==> config.mk <==
export PLATFORM = sky130hd
export DESIGN_NAME = slvc_subclock_ctrl
export DESIGN_NICKNAME = d
export VERILOG_FILES = /design/src/slvc_pkg.sv /design/src/slvc_subclock_ctrl.sv
export VERILOG_INCLUDE_DIRS = /design/src
export SDC_FILE = /design/constraint.sdc
export NUM_CORES = 1
export LEC_CHECK = 0
export ABC_AREA = 1
export BUFFER_PORTS_ARGS = -buffer_cell sky130_fd_sc_hd__buf_4
export CAP_MARGIN = 15
export CORE_AREA = 2 2 112 114
export DETAILED_ROUTE_END_ITERATION = 12
export DIE_AREA = 0 0 114 116
export GPL_TIMING_DRIVEN = 0
export SLEW_MARGIN = 25
export SYNTH_ARGS = -nofsm -noshare
export SYNTH_HDL_FRONTEND = slang
export SYNTH_SLANG_ARGS = --single-unit
==> constraint.sdc <==
create_clock -name clk -period 4.1 [get_ports clk]
set_input_delay 0.82 -clock clk [delete_from_list [all_inputs] [get_ports clk]]
set_output_delay 0.82 -clock clk [all_outputs]
set_load 0.1 [all_outputs]
==> src/slvc_consts.svh <==
`ifndef SLVC_CONSTS_SVH
`define SLVC_CONSTS_SVH
// Controller register offsets (byte addresses)
`define SLVC_OFS_CTRL      8'h00
`define SLVC_OFS_STAT      8'h04
`define SLVC_OFS_CLK       8'h08
`define SLVC_OFS_INTEN     8'h0c
// Control and status fields
`define SLVC_CTRL_REL_LV   0
`define SLVC_CTRL_REL_SUB  1
`define SLVC_CTRL_MARK_LV  2
`define SLVC_STAT_DONE     0
// Device register targets on the write port
`define SLVC_DEV_AW        3
`define SLVC_DEV_INTCTL    3'h0
`define SLVC_DEV_PROT      3'h1
`define SLVC_DEV_LEVEL     3'h2
`define SLVC_DEV_CLOCK     3'h3
// Device data values
`define SLVC_PROT_ENABLE   8'hc9
`define SLVC_PROT_LOCK     8'h00
`define SLVC_LEVEL_SUB     8'h00
`define SLVC_INT_OFF       8'h00
`define SLVC_CLK_RESET     8'h00
`define SLVC_CLK_SEL_BIT   3
`define SLVC_CLK_OSC_BIT   6
// Timing
`define SLVC_CLK_HZ        10000000
`define SLVC_REG_WAIT_US   800
`define SLVC_REG_WAIT_CYC  (`SLVC_REG_WAIT_US * (`SLVC_CLK_HZ / 1000000))
`define SLVC_OSC_WAIT_CYC  2000
`define SLVC_CNT_W         16
`endif

==> src/slvc_pkg.sv <==
`include "slvc_consts.svh"
package slvc_pkg;
   typedef enum logic [1:0] {ModeNormal, ModeSub, ModeLvSub} slvc_mode_t;

   typedef enum logic [3:0] {
      StIdle, StDisInt, StProtEn, StLevel, StProtOff, StRegWait,
      StRestore, StOscOn, StOscWait, StClrSel
   } slvc_state_t;

   typedef struct packed {
      logic                      stb;
      logic [`SLVC_DEV_AW-1:0]   addr;
      logic [7:0]                data;
   } slvc_dev_wr_t;

   typedef struct packed {
      slvc_state_t               st;
      slvc_mode_t                mode;
      logic [`SLVC_CNT_W-1:0]    cnt;
      slvc_dev_wr_t              dev;
      logic [7:0]                clkShadow;
      logic [7:0]                intEn;
      logic                      serClkEn;
      logic                      periphStop;
      logic                      done;
      logic                      rdy;
      logic [31:0]               rdata;
      logic                      wrPend;
      logic [7:0]                wrAddr;
      logic [2:0]                sync;
      logic                      rstLvl;
   } slvc_regs_t;
endpackage : slvc_pkg

==> src/slvc_subclock_ctrl.sv <==
`timescale 1ns/1ps
`include "slvc_consts.svh"
module slvc_subclock_ctrl #(
   parameter int REG_WAIT_CYC = `SLVC_REG_WAIT_CYC,
   parameter int OSC_WAIT_CYC = `SLVC_OSC_WAIT_CYC
) (
   input  wire logic                 clk,
   input  wire logic                 rst_b,
   input  wire logic                 hsel,
   input  wire logic [31:0]          haddr,
   input  wire logic [1:0]           htrans,
   input  wire logic                 hwrite,
   input  wire logic [2:0]           hsize,
   input  wire logic [31:0]          hwdata,
   input  wire logic                 hready,
   output logic                      hreadyout,
   output logic                      hresp,
   output logic [31:0]               hrdata,
   input  wire logic                 devResetIn,
   output slvc_pkg::slvc_dev_wr_t    devWr,
   output logic                      serialClkEn,
   output logic                      periphStop
);
   slvc_pkg::slvc_regs_t q;
   slvc_pkg::slvc_regs_t n;
   logic                 addrPh;
   logic                 idleOk;

   function automatic logic [31:0] readMux(input logic [7:0] a,
                                           input slvc_pkg::slvc_regs_t s);
      logic [31:0] v;
      v = 32'h0000_0000;
      case (a)
         `SLVC_OFS_STAT:  v = {27'h0, s.rstLvl, s.mode, (s.st != slvc_pkg::StIdle), s.done};
         `SLVC_OFS_CLK:   v = {24'h0, s.clkShadow};
         `SLVC_OFS_INTEN: v = {24'h0, s.intEn};
         default:         v = 32'h0000_0000;
      endcase
      return v;
   endfunction : readMux

   assign addrPh = hsel & htrans[1] & hready & q.rdy;
   // commands held off while device reset and its settle stand
   assign idleOk = (q.st == slvc_pkg::StIdle) & ~q.rstLvl;

   always_comb begin
      n = q;
      n.dev.stb = 1'b0;
      // Reset pin filter: change taken once stages two and three agree
      n.sync = {q.sync[1], q.sync[0], devResetIn};
      if (q.sync[1] == q.sync[2]) begin
         n.rstLvl = q.sync[2];
      end
      // Bus slave: reads take one wait state so hrdata comes from a flop
      n.wrPend = addrPh & hwrite;
      n.wrAddr = haddr[7:0];
      n.rdy = 1'b1;
      if (addrPh & ~hwrite) begin
         n.rdy = 1'b0;
         n.rdata = readMux(haddr[7:0], q);
      end
      if (q.wrPend) begin
         case (q.wrAddr)
            `SLVC_OFS_CTRL: begin
               if (idleOk) begin
                  if (hwdata[`SLVC_CTRL_MARK_LV]) begin
                     n.mode = slvc_pkg::ModeLvSub;
                     n.serClkEn = 1'b0;
                     // key, detector and subclock timers left running
                     n.periphStop = 1'b1;
                  end else if (hwdata[`SLVC_CTRL_REL_LV] && q.mode == slvc_pkg::ModeLvSub) begin
                     n.st = slvc_pkg::StDisInt;
                  end else if (hwdata[`SLVC_CTRL_REL_SUB] && q.mode == slvc_pkg::ModeSub) begin
                     n.st = q.clkShadow[`SLVC_CLK_OSC_BIT] ? slvc_pkg::StOscOn
                                                            : slvc_pkg::StClrSel;
                  end
               end
            end
            `SLVC_OFS_STAT: begin
               if (hwdata[`SLVC_STAT_DONE]) begin
                  n.done = 1'b0;
               end
            end
            `SLVC_OFS_CLK: begin
               if (idleOk) begin
                  n.clkShadow = hwdata[7:0];
               end
            end
            `SLVC_OFS_INTEN: begin
               n.intEn = hwdata[7:0];
            end
            default: begin
            end
         endcase
      end
      // single-cycle strobes only, no waited accesses
      case (q.st)
         slvc_pkg::StIdle: begin
         end
         slvc_pkg::StDisInt: begin
            n.dev = '{1'b1, `SLVC_DEV_INTCTL, `SLVC_INT_OFF};
            n.st = slvc_pkg::StProtEn;
         end
         slvc_pkg::StProtEn: begin
            // open protection just before level write
            n.dev = '{1'b1, `SLVC_DEV_PROT, `SLVC_PROT_ENABLE};
            n.st = slvc_pkg::StLevel;
         end
         slvc_pkg::StLevel: begin
            n.dev = '{1'b1, `SLVC_DEV_LEVEL, `SLVC_LEVEL_SUB};
            n.st = slvc_pkg::StProtOff;
         end
         slvc_pkg::StProtOff: begin
            n.dev = '{1'b1, `SLVC_DEV_PROT, `SLVC_PROT_LOCK};
            n.mode = slvc_pkg::ModeSub;
            n.cnt = `SLVC_CNT_W'(REG_WAIT_CYC - 1);
            n.st = slvc_pkg::StRegWait;
         end
         slvc_pkg::StRegWait: begin
            if (q.cnt == '0) begin
               n.st = slvc_pkg::StRestore;
            end else begin
               n.cnt = q.cnt - `SLVC_CNT_W'(1);
            end
         end
         slvc_pkg::StRestore: begin
            n.dev = '{1'b1, `SLVC_DEV_INTCTL, q.intEn};
            n.periphStop = 1'b0;
            n.serClkEn = 1'b1;
            n.done = 1'b1;
            n.st = slvc_pkg::StIdle;
         end
         slvc_pkg::StOscOn: begin
            // PLL left off, only the oscillator restarts
            n.clkShadow[`SLVC_CLK_OSC_BIT] = 1'b0;
            n.dev = '{1'b1, `SLVC_DEV_CLOCK, n.clkShadow};
            n.cnt = `SLVC_CNT_W'(OSC_WAIT_CYC - 1);
            n.st = slvc_pkg::StOscWait;
         end
         slvc_pkg::StOscWait: begin
            if (q.cnt == '0) begin
               n.st = slvc_pkg::StClrSel;
            end else begin
               n.cnt = q.cnt - `SLVC_CNT_W'(1);
            end
         end
         slvc_pkg::StClrSel: begin
            n.clkShadow[`SLVC_CLK_SEL_BIT] = 1'b0;
            n.dev = '{1'b1, `SLVC_DEV_CLOCK, n.clkShadow};
            n.mode = slvc_pkg::ModeNormal;
            n.done = 1'b1;
            n.st = slvc_pkg::StIdle;
         end
         default: begin
            n.st = slvc_pkg::StIdle;
         end
      endcase
      if (q.rstLvl) begin
         n.st = slvc_pkg::StIdle;
         n.mode = slvc_pkg::ModeNormal;
         n.clkShadow = `SLVC_CLK_RESET;
         n.dev.stb = 1'b0;
         n.serClkEn = 1'b1;
         n.periphStop = 1'b0;
      end
   end

   always_ff @(posedge clk or negedge rst_b) begin
      if (!rst_b) begin
         q <= '{st: slvc_pkg::StIdle, mode: slvc_pkg::ModeNormal, serClkEn: 1'b1,
                rdy: 1'b1, default: '0};
      end else begin
         q <= n;
      end
   end

   assign hreadyout   = q.rdy;
   assign hresp       = 1'b0;
   assign hrdata      = q.rdata;
   assign devWr       = q.dev;
   assign serialClkEn = q.serClkEn;
   assign periphStop  = q.periphStop;

   // Cycles since last lock write and since oscillator restart
   logic [`SLVC_CNT_W-1:0] sinceLock;
   logic [`SLVC_CNT_W-1:0] sinceOsc;
   logic                   lockWr;
   logic                   oscWr;
   logic                   selClrWr;
   assign lockWr = q.dev.stb && q.dev.addr == `SLVC_DEV_PROT && q.dev.data == `SLVC_PROT_LOCK;
   assign oscWr = q.dev.stb && q.dev.addr == `SLVC_DEV_CLOCK && !q.dev.data[`SLVC_CLK_OSC_BIT]
                  && q.dev.data[`SLVC_CLK_SEL_BIT];
   assign selClrWr = q.dev.stb && q.dev.addr == `SLVC_DEV_CLOCK
                     && !q.dev.data[`SLVC_CLK_SEL_BIT];
   always_ff @(posedge clk or negedge rst_b) begin
      if (!rst_b) begin
         sinceLock <= '0;
         sinceOsc  <= '0;
      end else begin
         sinceLock <= lockWr ? '0 : (&sinceLock ? sinceLock : sinceLock + `SLVC_CNT_W'(1));
         sinceOsc  <= oscWr ? '0 : (&sinceOsc ? sinceOsc : sinceOsc + `SLVC_CNT_W'(1));
      end
   end
endmodule : slvc_subclock_ctrl

==> impl_metrics.ini <==
[cts]
root_buffer = clkbuf_16
cts_setup_buffers = 0
cts_resized = 0
h-tree-depth = 3
cts_tree = built
hold_buffers = 0
cts_sinks = 74
clkSlewWorstSetupHoldPaths_ns = 0.06
cts-buffers-inserted = 9
clkLatencyLatePin_ns = 0.34
clockBufferDepth = 2

[logic_synthesis]
synthArstFlopShare_pct = 100.0
ys_seq_area_share_pct = 44.08
ys_seq_elements = 74
yosys.cell_types.count = 40
synth_area_um2 = 4207
yosys_warnings = 0
syn_area_per_cell_um2 = 7.848
syn_inst = 536
synthFlopType = dfrtp_1
synth_edf_count = 0

[worst_setup_path]
crit_arrival_ns = 1.16
crit_path_end_kind = primary output
crit_family = flip-flops
path_class = flip-flop to primary output
cpMaxStageDelayCell = dfstp_2
crit_buf_inv = 1
cp_max_fo = 2
cp-start-kind = flip-flop
path_cells = buf_4
max_stage_delay_ns = 0.53
cp.required_ns = 3.28
r2r_cells = 12
crit_cells = 1

[drt]
drc = 0
drt-total-wl_mm = 10.16
via_per_inst = 4.660
vias = 3574
first_pass_iters = 4
postRouteAntennaNets = 0
first_iter_violations = 179
post_drt_wl_per_cell_um = 13.25

[floorplan]
die_h_um = 116
die-area_um2 = 13220
rows = 40
fp.coreArea_um2 = 11910
ioPinCount = 123
initial_core_util_pct = 35.32
die_w_um = 114

[outcome]
outcome = finished clean

[power_and_ir_drop]
p_leak_uw = 0.002694
power.total_uw = 3112
power_density_nw_per_um2 = 609.1
vdd_drop_max_mv = 0.4388

[sta]
max-slew-margin-rel_pct = 54.27
setup_violations = 0
hold_viol = 0
tightest_slew_ns = 0.6859
fin_crit_sh_pct = 48.22
skew_ns = 0.01129
fmax_ghz = 0.5058
slew_viol_final = 0
final.setup.tns_ns = 0
finalWorstSetupSlack_ns = 2.123
fin_crit_ns = 1.977
rsz0062_at_grt = false

[placement]
placed_cells = 752
port_buffers = 44
post-place-ws_ns = 1.935
dp_hpwl_mm = 7.397
gp_congestion = 0.8820

[final_layout]
final_nets = 693
antenna_cells = 0
instances_no_fill = 767
layout-drive-gt1-share_pct = 24.35
area_growth_pct = 21.45
fill_cells = 1224

[hold_path]
min_path_type = flip-flop to flip-flop
holdPathStages = 0

[global_route]
grt_start_max_net_pins = 75
grt_first_pass_wirelength_mm = 16.59
grt_overflow = 0
antenna_found_initial = 0
first_global_vias = 3401
grt_use_total_pct = 16.23

[flow_run]
cap_viol_max_count = 0
-- state kept, by name, indices dropped and copies added (netlist names) --
name / count
q: 50
devWr: 11
n: 2
hreadyout: 1
hrdata: 8
serialClkEn: 1
periphStop: 1
-- worst paths after layout --
kind | from | slack, ns | endpoint
worst max register to register | q[77] | 2.30 | q[84]
worst min register to register | n[2] | 0.35 | n[3]
worst min-delay path | n[2] | 0.35 | n[3]
min in group asynchronous | rst_b | 0.51 | q[10]
max in group asynchronous | rst_b | 3.13 | q[91]
worst max-delay path | serialClkEn | 2.12 | serialClkEn
-- through the flow --
stage | instance area (µm²) | utilization [%] | hold slack (ns)
after floorplan | 4300 | - | 0.3312
after global placement | 4815 | 40.42 | 0.3330
after detailed placement | 4815 | 40.42 | 0.3364
after CTS | 5105 | 42.86 | 0.3483
after global routing | 5109 | 42.89 | 0.3551
final | 5109 | 42.89 | 0.3451
-- cell usage after synthesis (6+ instances only) --
library cell | number | area (µm²)
nand2_2 | 6 | 37.54
a21oi_1 | 10 | 50.05
inv_2 | 6 | 22.52
nand2_1 | 129 | 484.2
nor2_2 | 7 | 43.79
dfrtp_1 | 72 | 1802
nor2_4 | 6 | 67.56
nand4_1 | 12 | 75.07
buf_4 | 45 | 337.8
nand3_1 | 74 | 370.4
nor2_1 | 50 | 187.7
o21ai_0 | 17 | 85.08
inv_1 | 50 | 187.7
-- cells in the final DEF, fill, tap and decap left out, drive strengths merged --
cell / instances
clkinv: 2
nor3: 6
a21boi: 2
nand2: 139
maj3: 1
nor2: 64
or2: 4
a31oi: 1
o31ai: 1
nand3: 74
dfstp: 2
ha: 2
nand3b: 2
conb: 26
inv: 57
dfrtp: 72
o21ai: 22
nand4: 12
clkbuf: 14
xor2: 3
buf: 96
clkinvlp: 2
a21oi: 11
o211ai: 4
nor4: 1
-- power by group --
group          switching, µW  total [µW]  internal [µW]
combinational            980        1380            398
sequential               110         967            857
clock                    310         767            457
-- routing by layer --
layer	vias to the layer above	GRT usage [%]	routed length [µm]
li1	1819	-	-
met1	1660	19.86	4427
met2	89	28.25	5070
met3	6	4.184	568
met4	0	4.959	95
met5	-	0	0
-- cell families after synthesis --
kind of cell	after synthesis	share of synthesized area, %
other	1	0.08915
flip-flops	74	44.08
buffers and inverters	112	14.87
AND/OR/NAND/NOR	302	33.70
AO/OA/AOI/OAI	41	5.800
XOR/XNOR	3	0.6247
adder cells (fa/ha/maj)	3	0.8328
-- layout make-up --
type	count	area (µm²)	share of cell area, %
flip-flops and latches	74	1854	36.30
multi-input cells	375	1821	35.64
plain buffers	54	405.4	7.935
repair buffers	44	334.1	6.539
clock buffers	12	266.5	5.217
inverters	58	220.2	4.311
well taps	147	183.9	3.600
clock inverters	3	23.77	0.4653
Power figures use the tool's default switching activity.
